<file path="config.mk">
export PLATFORM = sky130hd
export DESIGN_NAME = a3wc_ctrl
export DESIGN_NICKNAME = d
export VERILOG_FILES = /design/src/hdl/a3wc_pkg.sv /design/src/hdl/a3wc_ctrl.sv
export SDC_FILE = /design/constraint.sdc
export NUM_CORES = 1
export LEC_CHECK = 0
export ABC_AREA = 1
export BUFFER_PORTS_ARGS = -buffer_cell sky130_fd_sc_hd__buf_4
export CORE_ASPECT_RATIO = 1.1
export CORE_MARGIN = 2
export CORE_UTILIZATION = 44
export DETAILED_ROUTE_END_ITERATION = 12
export GPL_ROUTABILITY_DRIVEN = 1
export PLACE_DENSITY = 0.76
export SETUP_SLACK_MARGIN = 0.02
export SKIP_LAST_GASP = 1
export SYNTH_ARGS = -nofsm -noshare
export SYNTH_HDL_FRONTEND = slang
export SYNTH_SLANG_ARGS = --single-unit
export TNS_END_PERCENT = 100
</file>
<file path="constraint.sdc">
create_clock -name clock_i -period 1.38 [get_ports clock_i]
set_input_delay 0.207 -clock clock_i [delete_from_list [all_inputs] [get_ports clock_i]]
set_output_delay 0.207 -clock clock_i [all_outputs]
set_load 0.02 [all_outputs]
</file>
<file path="src/hdl/a3wc_pkg.sv">
package a3wc_pkg;
  // Register map and field layout of the area wait register.
  localparam logic [3:0] ADDR_WAIT_CTRL = 4'h0;
  localparam logic [3:0] ADDR_STATUS = 4'h4;
  localparam int BYTE_ACCESS_SELECT_BIT = 20;
  localparam int EXT_WAIT_MASK_BIT = 6;
  localparam int READ_WAIT_LSB = 7;
  localparam logic [31:0] WRITE_MASK = 32'h0010_07C0;
  localparam logic [31:0] WAIT_CTRL_RESET = 32'h0000_0500;
  localparam logic [3:0] READ_WAIT_RESET = 4'hA;
  // One-hot state codes of the access sequencer.
  localparam logic [4:0] ST_IDLE = 5'h01;
  localparam logic [4:0] ST_SETUP = 5'h02;
  localparam logic [4:0] ST_WAIT = 5'h04;
  localparam logic [4:0] ST_EXT = 5'h08;
  localparam logic [4:0] ST_DONE = 5'h10;
  localparam logic [4:0] CNT_ZERO = 5'h00;
endpackage

</file>
<file path="src/hdl/a3wc_ctrl.sv">
// The implementer's own choices: the Avalon-MM interface to the registers and the address map.
`timescale 1ns/1ps
// Notes on behaviour
// RULE1: Unused register bits always read zero.
// RULE2: Software writes zero to unused bits.
// RULE3: Byte-access bit shapes strobes for byte SRAM.
// RULE4: Clear: lane strobe pulses, direction is level.
// RULE5: Set: lane is level, direction pulses.
// RULE6: Read wait code maps to cycle count.
// RULE7: Software never writes codes 1101 to 1111.
// RULE8: Read wait field resets to 1010.
// RULE9: Mask bit clear honours external wait.
// RULE10: Mask applies even with zero wait count.
// RULE11: Honoured wait stretches access cycle by cycle.
module a3wc_ctrl (
  // Clock and reset.
  input wire logic clock_i,
  input wire logic rst_n_i,
  // Avalon-MM slave.
  input wire logic [3:0] avs_address_i,
  input wire logic avs_read_i,
  input wire logic avs_write_i,
  input wire logic [31:0] avs_writedata_i,
  output logic [31:0] avs_readdata_o,
  output logic avs_waitrequest_o,
  // Memory access request from the bus controller core.
  input wire logic mem_req_i,
  input wire logic mem_write_i,
  input wire logic byte_sram_i,
  output logic mem_done_o,
  // External memory pins, active low.
  input wire logic ext_wait_n_i,
  output logic area_select_n_o,
  output logic lane_select_strobe_n_o,
  output logic rd_wr_n_o,
  output logic rd_n_o
);

  typedef struct packed {
    logic byte_access_select;
    logic [3:0] read_wait_code;
    logic ext_wait_mask;
    logic [4:0] state;
    logic [4:0] cnt;
    logic is_write;
    logic byte_mode;
    logic [31:0] rdata;
    logic ack;
    logic done;
    logic cs_n;
    logic lane_n;
    logic rdwr_n;
    logic rd_n;
    logic wait_s1;
    logic wait_s2;
  } a3wc_state_t;

  a3wc_state_t s_q;
  a3wc_state_t s_d;

  // Wait code to cycle count translation.
  // Codes above six no longer count linearly, so a table is used.
  // Reserved codes fall back to the longest legal wait, the safe side for slow memory.
  function automatic logic [4:0] a3wc_wait_cycles(input logic [3:0] code);
    case (code)
      4'h7: a3wc_wait_cycles = 5'd8;
      4'h8: a3wc_wait_cycles = 5'd10;
      4'h9: a3wc_wait_cycles = 5'd12;
      4'hA: a3wc_wait_cycles = 5'd14;
      4'hB: a3wc_wait_cycles = 5'd18;
      4'hC: a3wc_wait_cycles = 5'd24;
      default: a3wc_wait_cycles = (code > 4'h6) ? 5'd24 : {1'b0, code};
    endcase
  endfunction

  // Next-state logic for register file and access sequencer.
  always_comb
  begin
    logic ext_hold;
    logic strobe_on;
    s_d = s_q;
    ext_hold = 1'b0;
    strobe_on = 1'b0;
    s_d.ack = 1'b0;
    s_d.done = 1'b0;
    // Pin input passes two flip-flops before use.
    // Only the second flip-flop is read, so a metastable first stage never reaches logic.
    s_d.wait_s1 = ~ext_wait_n_i;
    s_d.wait_s2 = s_q.wait_s1;
    // RULE9: mask gates wait.
    ext_hold = s_q.wait_s2 & ~s_q.ext_wait_mask;
    // A write lands at the edge where the master sees waitrequest low.
    // Landing it earlier would change the register before the transfer ends.
    if (avs_write_i && s_q.ack && avs_address_i == a3wc_pkg::ADDR_WAIT_CTRL)
    begin
      s_d.byte_access_select = avs_writedata_i[a3wc_pkg::BYTE_ACCESS_SELECT_BIT];
      s_d.read_wait_code = avs_writedata_i[a3wc_pkg::READ_WAIT_LSB +: 4];
      s_d.ext_wait_mask = avs_writedata_i[a3wc_pkg::EXT_WAIT_MASK_BIT];
    end
    // Bus slave answers one cycle after the request is seen.
    if ((avs_read_i | avs_write_i) & ~s_q.ack)
    begin
      s_d.ack = 1'b1;
      s_d.rdata = 32'h0000_0000;
      // RULE1: reserved reads zero.
      if (avs_address_i == a3wc_pkg::ADDR_WAIT_CTRL)
      begin
        s_d.rdata[a3wc_pkg::BYTE_ACCESS_SELECT_BIT] = s_q.byte_access_select;
        s_d.rdata[a3wc_pkg::READ_WAIT_LSB +: 4] = s_q.read_wait_code;
        s_d.rdata[a3wc_pkg::EXT_WAIT_MASK_BIT] = s_q.ext_wait_mask;
      end
      else if (avs_address_i == a3wc_pkg::ADDR_STATUS)
      begin
        s_d.rdata[4:0] = s_q.state;
        s_d.rdata[12:8] = s_q.cnt;
      end
    end
    // Access sequencer.
    case (s_q.state)
      a3wc_pkg::ST_IDLE:
      begin
        if (mem_req_i)
        begin
          s_d.is_write = mem_write_i;
          // RULE3: byte mode gate.
          s_d.byte_mode = byte_sram_i & s_q.byte_access_select;
          s_d.state = a3wc_pkg::ST_SETUP;
        end
      end
      a3wc_pkg::ST_SETUP:
      begin
        // RULE6: load wait count.
        s_d.cnt = a3wc_wait_cycles(s_q.read_wait_code);
        s_d.state = a3wc_pkg::ST_WAIT;
      end
      a3wc_pkg::ST_WAIT:
      begin
        if (s_q.cnt != a3wc_pkg::CNT_ZERO)
          s_d.cnt = s_q.cnt - 5'h01;
        // RULE10: wait checked at zero count.
        // An unmasked access always passes the wait state once, so that a wait
        // asserted at select time has crossed the synchroniser before the decision.
        else if (~s_q.ext_wait_mask)
          s_d.state = a3wc_pkg::ST_EXT;
        else
          s_d.state = a3wc_pkg::ST_DONE;
      end
      a3wc_pkg::ST_EXT:
      begin
        // RULE11: extend per cycle.
        // The access ends in the first cycle the synchronised wait is seen released.
        if (!ext_hold)
          s_d.state = a3wc_pkg::ST_DONE;
      end
      a3wc_pkg::ST_DONE:
      begin
        s_d.done = 1'b1;
        s_d.state = a3wc_pkg::ST_IDLE;
      end
      default: s_d.state = a3wc_pkg::ST_IDLE;
    endcase
    // Pin shaping for the next cycle.
    // Pins are worked out from the next state so they leave flip-flops aligned with it.
    s_d.cs_n = (s_d.state == a3wc_pkg::ST_IDLE);
    strobe_on = (s_d.state == a3wc_pkg::ST_WAIT) | (s_d.state == a3wc_pkg::ST_EXT);
    s_d.rd_n = ~(strobe_on & ~s_q.is_write & ~s_d.cs_n);
    if (s_d.cs_n)
    begin
      s_d.lane_n = 1'b1;
      s_d.rdwr_n = 1'b1;
    end
    else if (s_q.byte_mode)
    begin
      // RULE5: lane level, direction strobe.
      s_d.lane_n = 1'b0;
      s_d.rdwr_n = ~(strobe_on & s_q.is_write);
    end
    else
    begin
      // RULE4: lane strobe, direction level.
      s_d.lane_n = ~strobe_on;
      s_d.rdwr_n = ~s_q.is_write;
    end
  end

  // State register.
  always_ff @(posedge clock_i or negedge rst_n_i)
  begin
    if (!rst_n_i)
    begin
      s_q <= '0;
      s_q.byte_access_select <= 1'b0;
      // RULE8: reset wait code.
      s_q.read_wait_code <= a3wc_pkg::READ_WAIT_RESET;
      s_q.ext_wait_mask <= 1'b0;
      s_q.state <= a3wc_pkg::ST_IDLE;
      s_q.cs_n <= 1'b1;
      s_q.lane_n <= 1'b1;
      s_q.rdwr_n <= 1'b1;
      s_q.rd_n <= 1'b1;
    end
    else
      s_q <= s_d;
  end

  // Outputs straight from flip-flops.
  assign avs_readdata_o = s_q.rdata;
  assign avs_waitrequest_o = ~s_q.ack;
  assign mem_done_o = s_q.done;
  assign area_select_n_o = s_q.cs_n;
  assign lane_select_strobe_n_o = s_q.lane_n;
  assign rd_wr_n_o = s_q.rdwr_n;
  assign rd_n_o = s_q.rd_n;

endmodule // a3wc_ctrl

</file>
==> impl_metrics.tcl, run 1 <==
set metrics [dict create \
    cts_buffers 5 \
    first_pass_iters 4 \
    clock_power_share_pct 19.1 \
    critical_path_top_delay_cell "sky130_fd_sc_hd__dfrtp_1" \
    cp_cell_sequence "inv_2 > ha_4 > nand2_4 > nor2_4 > inv_2 > nand2_4 > nand2_8 > nand3_1 > o21ai_1" \
    outcome "finished, final reports clean" \
    clock_latency_ns 0.30 \
    sw_frac_of_total_pct 41.0 \
    count_of_maximum_capacitance_violations 0 \
    synth_top_cells_by_area "sky130_fd_sc_hd__dfrtp_1, sky130_fd_sc_hd__buf_4, sky130_fd_sc_hd__nand2_1" \
    worstRegToRegCells 9 \
    r2r-end "s_q[43]" \
    global_route.overflow_total 0 \
    post_dp_area_um2 2290 \
    overall_via_count_from_detail_route 1583 \
    post-route-worst-setup-slack_ns 0.0574 \
    grt_use_total_pct 14.9 \
    cts.clk_slew.worst_paths_ns 0.08 \
    average_detailed_routed_wire_length_per_instance_um 12.1 \
    crit_path_start_kind "flip-flop" \
    synth_seq_area_share_pct 47.1 \
    postSynthAreaPerCell_um2 8.64 \
    num_io_pins 82 \
    coreArea_um2 4620 \
    timing.final.crit_period_ns 1.32 \
    grt_antenna_before_repair 0 \
    startpoint_to_endpoint_class_of_the_critical_path "flip-flop to flip-flop" \
    synth-edff-count 0 \
    clock_path_buffers 2 \
    post_drt_via_cell_ratio 4.74 \
    yosysWarningCount 0 \
    cts_tree "yes" \
    critical_path_buf_inv_count 2 \
    grt_pass1_vias 1491 \
    cp-end-kind "flip-flop" \
    clock_skews_ns 0.00547 \
    floorplan.initialDensity_pct 45.3 \
    total_number_of_clock_tree_sinks 39 \
    rsz0062_at_grt "yes" \
    io_buffer_count 36 \
    timing.rr.start "s_q[42]" \
    instances_no_fill 334 \
    power_frac_comb_pct 41.5 \
    power.net_switching_mw 1.69 \
    critPathTopFamily "simple AND/OR/NAND/NOR gates" \
    crit_fanout 5 \
    grt_pass1_wl_um 6470 \
    min_delay_worst_endpoint "s_d[0]" \
    dp.cells 322 \
    gp_congestion 0.753 \
    drive_gt1_share_pct 31.3 \
    post-route-drc-count 0 \
    drt.antenna.violating_nets 0 \
    dpl.hpwl_um 2790 \
    filler_cell_count 434 \
    portion_of_the_clock_cycle_consumed_by_the_worst_path_in_the_final_layout_pct 95.8 \
    sequentialPowerShare_pct 39.4 \
    netlist.area_leader.share_pct 38.3 \
    die_height_um 76.3 \
    report.final.setup_viol 0 \
    final-max-slew-violation-count 0 \
    clk_root_buffer_cell "sky130_fd_sc_hd__clkbuf_8" \
    hold_depth 2 \
    pin_count_of_the_biggest_net_entering_global_routing 40 \
    area.growth.synth_to_final_pct 18.2 \
    ys_dominant_reg_cell "sky130_fd_sc_hd__dfrtp_1" \
    synth_area_leader_cell "sky130_fd_sc_hd__dfrtp_1" \
    timing_limited_maximum_frequency_mhz 756 \
    static-leakage-power_nw 1.27 \
    synth.cell_area_um2 2090 \
    worst_ep_required_time_ns 1.57 \
    postSynth.asyncResetShare_pct 100 \
    totalWireLength_um 4030 \
    regToRegSetupSlack_ns 0.06 \
    drt_iter0_markers 88 \
    synth_seq_cells 39 \
    internal_power_mw 2.43 \
    power.density_cell_area_nw_per_um2 1660 \
    finalNetCount 323 \
    cpPeakStageDelay_ns 0.39 \
    dp_slack_ns 0.0190 \
    vdd_ir_drop_max_uv 648 \
    fin_area_um2 2470 \
    ctsHtreeMaxLevel 2 \
    synth_cells 242 \
    crit_arrival_ns 1.51 \
    die_area_um2 5320 \
    final-hold-violation-count 0 \
    antenna_cells_inserted 0 \
    row_count 26 \
    worst_hold_path_type "input port to flip-flop" \
    die-width_um 69.7 \
    synth_cell_types 29 \
    hp-start "ext_wait_n_i" \
]
## through the flow
stage | setup TNS (ns) | hold slack (ns) | total power [mW] | utilization [%]
2_1_floorplan | 0 | -0.0886 | 2.78 | -
3_3_place_gp | 0 | 0.199 | 3.10 | 49.7
6_report | 0 | 0.0367 | 4.11 | 53.5
3_5_place_dp | 0 | 0.207 | 3.14 | 49.7
4_1_cts | 0 | 0.0303 | 3.96 | 51.9
5_1_grt | -0.157 | 0.0277 | 4.42 | 53.5
## synth_stat cells (3+ instances only)
cell type,instances
sky130_fd_sc_hd__buf_2,3
sky130_fd_sc_hd__buf_4,32
sky130_fd_sc_hd__dfrtp_1,32
sky130_fd_sc_hd__dfstp_2,7
sky130_fd_sc_hd__inv_1,24
sky130_fd_sc_hd__nand2_1,59
sky130_fd_sc_hd__nand3_1,16
sky130_fd_sc_hd__nand3_2,3
sky130_fd_sc_hd__nor2_1,15
sky130_fd_sc_hd__nor2_2,4
sky130_fd_sc_hd__o21ai_0,13
sky130_fd_sc_hd__o21ai_1,3
sky130_fd_sc_hd__o22ai_1,3
sky130_fd_sc_hd__o31ai_1,9
## layout make-up
cell class	count	area [um2]	share of cell area [%]
clock buffer	5	68.8	2.78
clock inverter	3	23.8	0.961
inverter	27	109	4.40
multi-input combinational	160	872	35.3
sequential	39	985	39.8
tap	56	70.1	2.83
timing repair buffer	44	345	14.0
## worst max-delay path by stage
stage / start / endpoint / cells after the start
after global routing: s_q[43] / s_q[44] / 9
after CTS: s_q[42] / rd_wr_n_o / 10
final: s_q[42] / s_q[43] / 9
after global placement: s_q[42] / rd_wr_n_o / 10
after detailed placement: s_q[42] / rd_wr_n_o / 10
after floorplan: s_q[42] / s_q[44] / 9
## worst register-to-register path: stages, from the launching register on
cell	delay, ns
sky130_fd_sc_hd__dfrtp_1	0.39
sky130_fd_sc_hd__inv_2	0.09
sky130_fd_sc_hd__ha_4	0.14
sky130_fd_sc_hd__nand2_4	0.06
sky130_fd_sc_hd__nor2_4	0.13
sky130_fd_sc_hd__inv_2	0.05
sky130_fd_sc_hd__nand2_4	0.10
sky130_fd_sc_hd__nand2_8	0.08
sky130_fd_sc_hd__nand3_1	0.11
sky130_fd_sc_hd__o21ai_1	0.07
## cells by family after synthesis
group,synth area share (%)
DFF,47.1
adders and majority gates,1.20
other,0.179
AOI/OAI and AO/OA,8.31
muxes,0.538
buffers and inverters,17.3
and+or+nand+nor,25.0
xor gates and xnor gates,0.419
## layout by cell type, fill, tap and decap left out
| master | n |
|---|---|
| sky130_fd_sc_hd__nor2_8 | 1 |
| sky130_fd_sc_hd__ha_2 | 1 |
| sky130_fd_sc_hd__nor2_4 | 3 |
| sky130_fd_sc_hd__buf_12 | 1 |
| sky130_fd_sc_hd__o21ai_1 | 3 |
| sky130_fd_sc_hd__buf_4 | 42 |
| sky130_fd_sc_hd__o31ai_1 | 9 |
| sky130_fd_sc_hd__nor3_1 | 1 |
| sky130_fd_sc_hd__clkinvlp_4 | 2 |
| sky130_fd_sc_hd__nand2_2 | 1 |
| sky130_fd_sc_hd__nand3_2 | 3 |
| sky130_fd_sc_hd__inv_6 | 2 |
| sky130_fd_sc_hd__dlygate4sd3_1 | 1 |
| sky130_fd_sc_hd__o211ai_1 | 1 |
| sky130_fd_sc_hd__xor2_1 | 1 |
| sky130_fd_sc_hd__nand3_4 | 1 |
| sky130_fd_sc_hd__mux2_2 | 1 |
| sky130_fd_sc_hd__nand4_1 | 1 |
| sky130_fd_sc_hd__clkbuf_8 | 5 |
| sky130_fd_sc_hd__o22ai_1 | 3 |
| sky130_fd_sc_hd__o21ai_0 | 13 |
| sky130_fd_sc_hd__nand2_4 | 4 |
| sky130_fd_sc_hd__inv_1 | 21 |
| sky130_fd_sc_hd__inv_2 | 4 |
| sky130_fd_sc_hd__conb_1 | 19 |
| sky130_fd_sc_hd__inv_4 | 1 |
| sky130_fd_sc_hd__dfstp_2 | 7 |
| sky130_fd_sc_hd__nand3_1 | 15 |
| sky130_fd_sc_hd__nor2_2 | 6 |
| sky130_fd_sc_hd__ha_4 | 1 |
| sky130_fd_sc_hd__dfrtp_1 | 32 |
| sky130_fd_sc_hd__nand2_1 | 58 |
| sky130_fd_sc_hd__nand2_8 | 1 |
| sky130_fd_sc_hd__nand3b_1 | 1 |
| sky130_fd_sc_hd__nor2_1 | 12 |
## power by group through the flow
stage	combinational, mW	sequential [mW]	clock [mW]
after floorplan	1.12	1.66	0
after global placement	1.47	1.63	0
after detailed placement	1.51	1.63	0
after CTS	1.53	1.61	0.817
after global routing	1.91	1.65	0.855
final	1.71	1.62	0.786
## what timing repair did
action                                  4_1_cts  5_1_grt
resized for setup                             1       14
cloned                                        0        1
hold endpoints to repair                     32        0
hold buffers                                  1        0
pin swaps                                     1        7
buffers inserted                              0        2
endpoints found under the setup margin        3       10
## sequential cells by signal (all words and copies together), names as in the netlist
name,flops
lane_select_strobe_n_o,1
rd_n_o,1
s_d,1
area_select_n_o,1
rd_wr_n_o,1
mem_done_o,1
s_q,20
avs_readdata_o,13
## routing by layer
layer / vias up / global-route usage (%) / routed length (um)
met5: - / 0 / 0
met4: 0 / 6.35 / 113
met3: 12 / 3.04 / 234
met2: 60 / 25.5 / 1970
met1: 714 / 18.1 / 1710
li1: 797 / - / -
Power figures use the tool's default switching activity.
==> run 2: changes to the inputs <==
--- a/config.mk
+++ b/config.mk
@@ -13,4 +13,5 @@
 export DETAILED_ROUTE_END_ITERATION = 12
 export GPL_ROUTABILITY_DRIVEN = 1
+export MAX_ROUTING_LAYER = met4
 export PLACE_DENSITY = 0.76
 export SETUP_SLACK_MARGIN = 0.02
==> constraint.sdc (replaced) <==
create_clock -name clock_i -period 1.38 [get_ports clock_i]
set_input_delay 0 -clock clock_i [delete_from_list [all_inputs] [get_ports clock_i]]
set_output_delay 0 -clock clock_i [all_outputs]
set_load 0.02 [all_outputs]
==> impl_metrics.tcl, run 2 (synthesis results as in run 1) <==
set metrics [dict create \
    dp.cells 323 \
    crit_arrival_ns 1.57 \
    final-max-slew-violation-count 0 \
    floorplan.initialDensity_pct 45.3 \
    average_detailed_routed_wire_length_per_instance_um 12.5 \
    timing.final.crit_period_ns 1.35 \
    area.growth.synth_to_final_pct 25.8 \
    die-width_um 69.7 \
    ff_latch_area_um2 986 \
    final_core_utilization_pct 57.0 \
    die_area_um2 5320 \
    static-leakage-power_nw 1.33 \
    grt_antenna_before_repair 0 \
    post-route-drc-count 0 \
    cp-end-kind "flip-flop" \
    clk_root_buffer_cell "sky130_fd_sc_hd__clkbuf_8" \
    outcome "finished, final reports clean" \
    power.density_cell_area_nw_per_um2 1740 \
    rsz0062_at_grt "yes" \
    coreArea_um2 4620 \
    crit_path_start_kind "flip-flop" \
    drive_gt1_share_pct 32.9 \
    cts_buffers 5 \
    crit_fanout 3 \
    worst_ep_required_time_ns 1.61 \
    max_flop_register "s_q" \
    post_drt_via_cell_ratio 4.74 \
    grt_use_total_pct 16.2 \
    grt_pass1_wl_um 6760 \
    clock_skews_ns 0.00633 \
    first_pass_iters 4 \
    filler_cell_count 395 \
    io_buffer_count 36 \
    dp_slack_ns 0.00293 \
    clock_latency_ns 0.29 \
    die_height_um 76.3 \
    ctsHtreeMaxLevel 2 \
    total_number_of_clock_tree_sinks 39 \
    number_of_flip_flops_under_the_largest_register_name 20 \
    wl_met3_um 197 \
    drt-met1-wl_um 1820 \
    portion_of_the_clock_cycle_consumed_by_the_worst_path_in_the_final_layout_pct 97.5 \
    multiInputGateArea_um2 890 \
    grt_pass1_vias 1549 \
    startpoint_to_endpoint_class_of_the_critical_path "flip-flop to flip-flop" \
    post_dp_area_um2 2290 \
    worst_hold_path_type "input port to flip-flop" \
    most_common_cell_after_layout_fill_and_taps_aside "sky130_fd_sc_hd__nand2_1" \
    global_route.overflow_total 0 \
    antenna_cells_inserted 0 \
    instances_no_fill 345 \
    cts.clk_slew.worst_paths_ns 0.08 \
    overall_via_count_from_detail_route 1635 \
    timing_limited_maximum_frequency_mhz 743 \
    drt.antenna.violating_nets 0 \
    totalWireLength_um 4300 \
    fin_area_um2 2630 \
    vdd_ir_drop_max_uv 691 \
    drt_iter0_markers 97 \
    met2_length_um 2200 \
    num_io_pins 82 \
    post-route-worst-setup-slack_ns 0.0344 \
    clock_path_buffers 2 \
    count_of_maximum_capacitance_violations 0 \
    report.final.setup_viol 0 \
    row_count 26 \
    pin_count_of_the_biggest_net_entering_global_routing 40 \
    cts_tree "yes" \
    finalNetCount 334 \
    leading_cell_types_in_the_layout_fill_and_taps_excluded "sky130_fd_sc_hd__nand2_1, sky130_fd_sc_hd__buf_4, sky130_fd_sc_hd__dfrtp_1, sky130_fd_sc_hd__conb_1, sky130_fd_sc_hd__inv_1" \
    top_signal_layer_used "met4" \
    gp_congestion 0.762 \
    dpl.hpwl_um 2930 \
    final-hold-violation-count 0 \
]
==> run 2: cell count changes in the layout (fill, tap and decap cells not counted), sizes merged <==
cell,previous run,this run
buf,43,44
bufinv,0,2
dlygate4sd3,1,11
clkinvlp,2,1
inv,28,27
==> run 2: worst paths after layout <==
path	startpoint	endpoint	slack, ns	depth (start not counted)
hold / removal	avs_read_i	avs_readdata_o[6]	0.11	3
min in group asynchronous	rst_n_i	s_q[53]	0.23	2
max in group asynchronous	rst_n_i	s_q[54]	0.77	2
setup reg to reg	s_q[47]	rd_wr_n_o	0.03	7
hold reg to reg	s_d[0]	s_q[0]	0.36	0
setup / recovery	s_q[47]	rd_wr_n_o	0.03	7
==> run 2: cell type report <==
| type | instances | share of cell area (%) |
|---|---|---|
| sequential | 39 | 37.5 |
| multi-input combinational | 160 | 33.8 |
| tap | 56 | 2.66 |
| clock inverter | 3 | 2.57 |
| inverter | 27 | 4.14 |
| clock buffer | 5 | 2.62 |
| timing repair buffer | 55 | 16.7 |
==> run 2: routing by layer <==
| layer | GRT usage [%] | up-vias |
|---|---|---|
| met5 | - | - |
| met4 | 8.08 | 0 |
| met2 | 27.2 | 59 |
| li1 | - | 816 |
| met3 | 1.59 | 10 |
| met1 | 19.5 | 750 |
==> run 2: power breakdown <==
part           internal [mW]  switching [mW]
sequential              1.45           0.187
combinational          0.680            1.14
clock                  0.721           0.410
total                   2.85            1.74
==> run 2: critical path, cell delays in order (launching register included) <==
cell and delay [ns]:
sky130_fd_sc_hd__dfstp_2 0.58, sky130_fd_sc_hd__inv_2 0.05, sky130_fd_sc_hd__nor2_2 0.11, sky130_fd_sc_hd__nand3_2 0.12, sky130_fd_sc_hd__nand2_2 0.10, sky130_fd_sc_hd__nor2_2 0.05
sky130_fd_sc_hd__nor3_2 0.19, sky130_fd_sc_hd__nand2_1 0.08
==> run 2: repair_timing <==
item                                   CTS  global route
buffers inserted                         0             2
hold buffers                            11             0
endpoints found under the hold margin   42             0
cloned                                   0             1
gates resized for setup                  1            23
pin swaps                                1            11
setup endpoints to repair                3            11
==> run 2: stage by stage <==
step | power (mW) | hold slack [ns] | TNS, ns
floorplan | 2.78 | -0.296 | 0
global placement | 3.09 | -0.00764 | 0
detailed placement | 3.15 | 0.00288 | 0
CTS | 4.33 | 0.112 | 0
global route | 4.86 | 0.131 | -0.0541
finish | 4.59 | 0.108 | 0
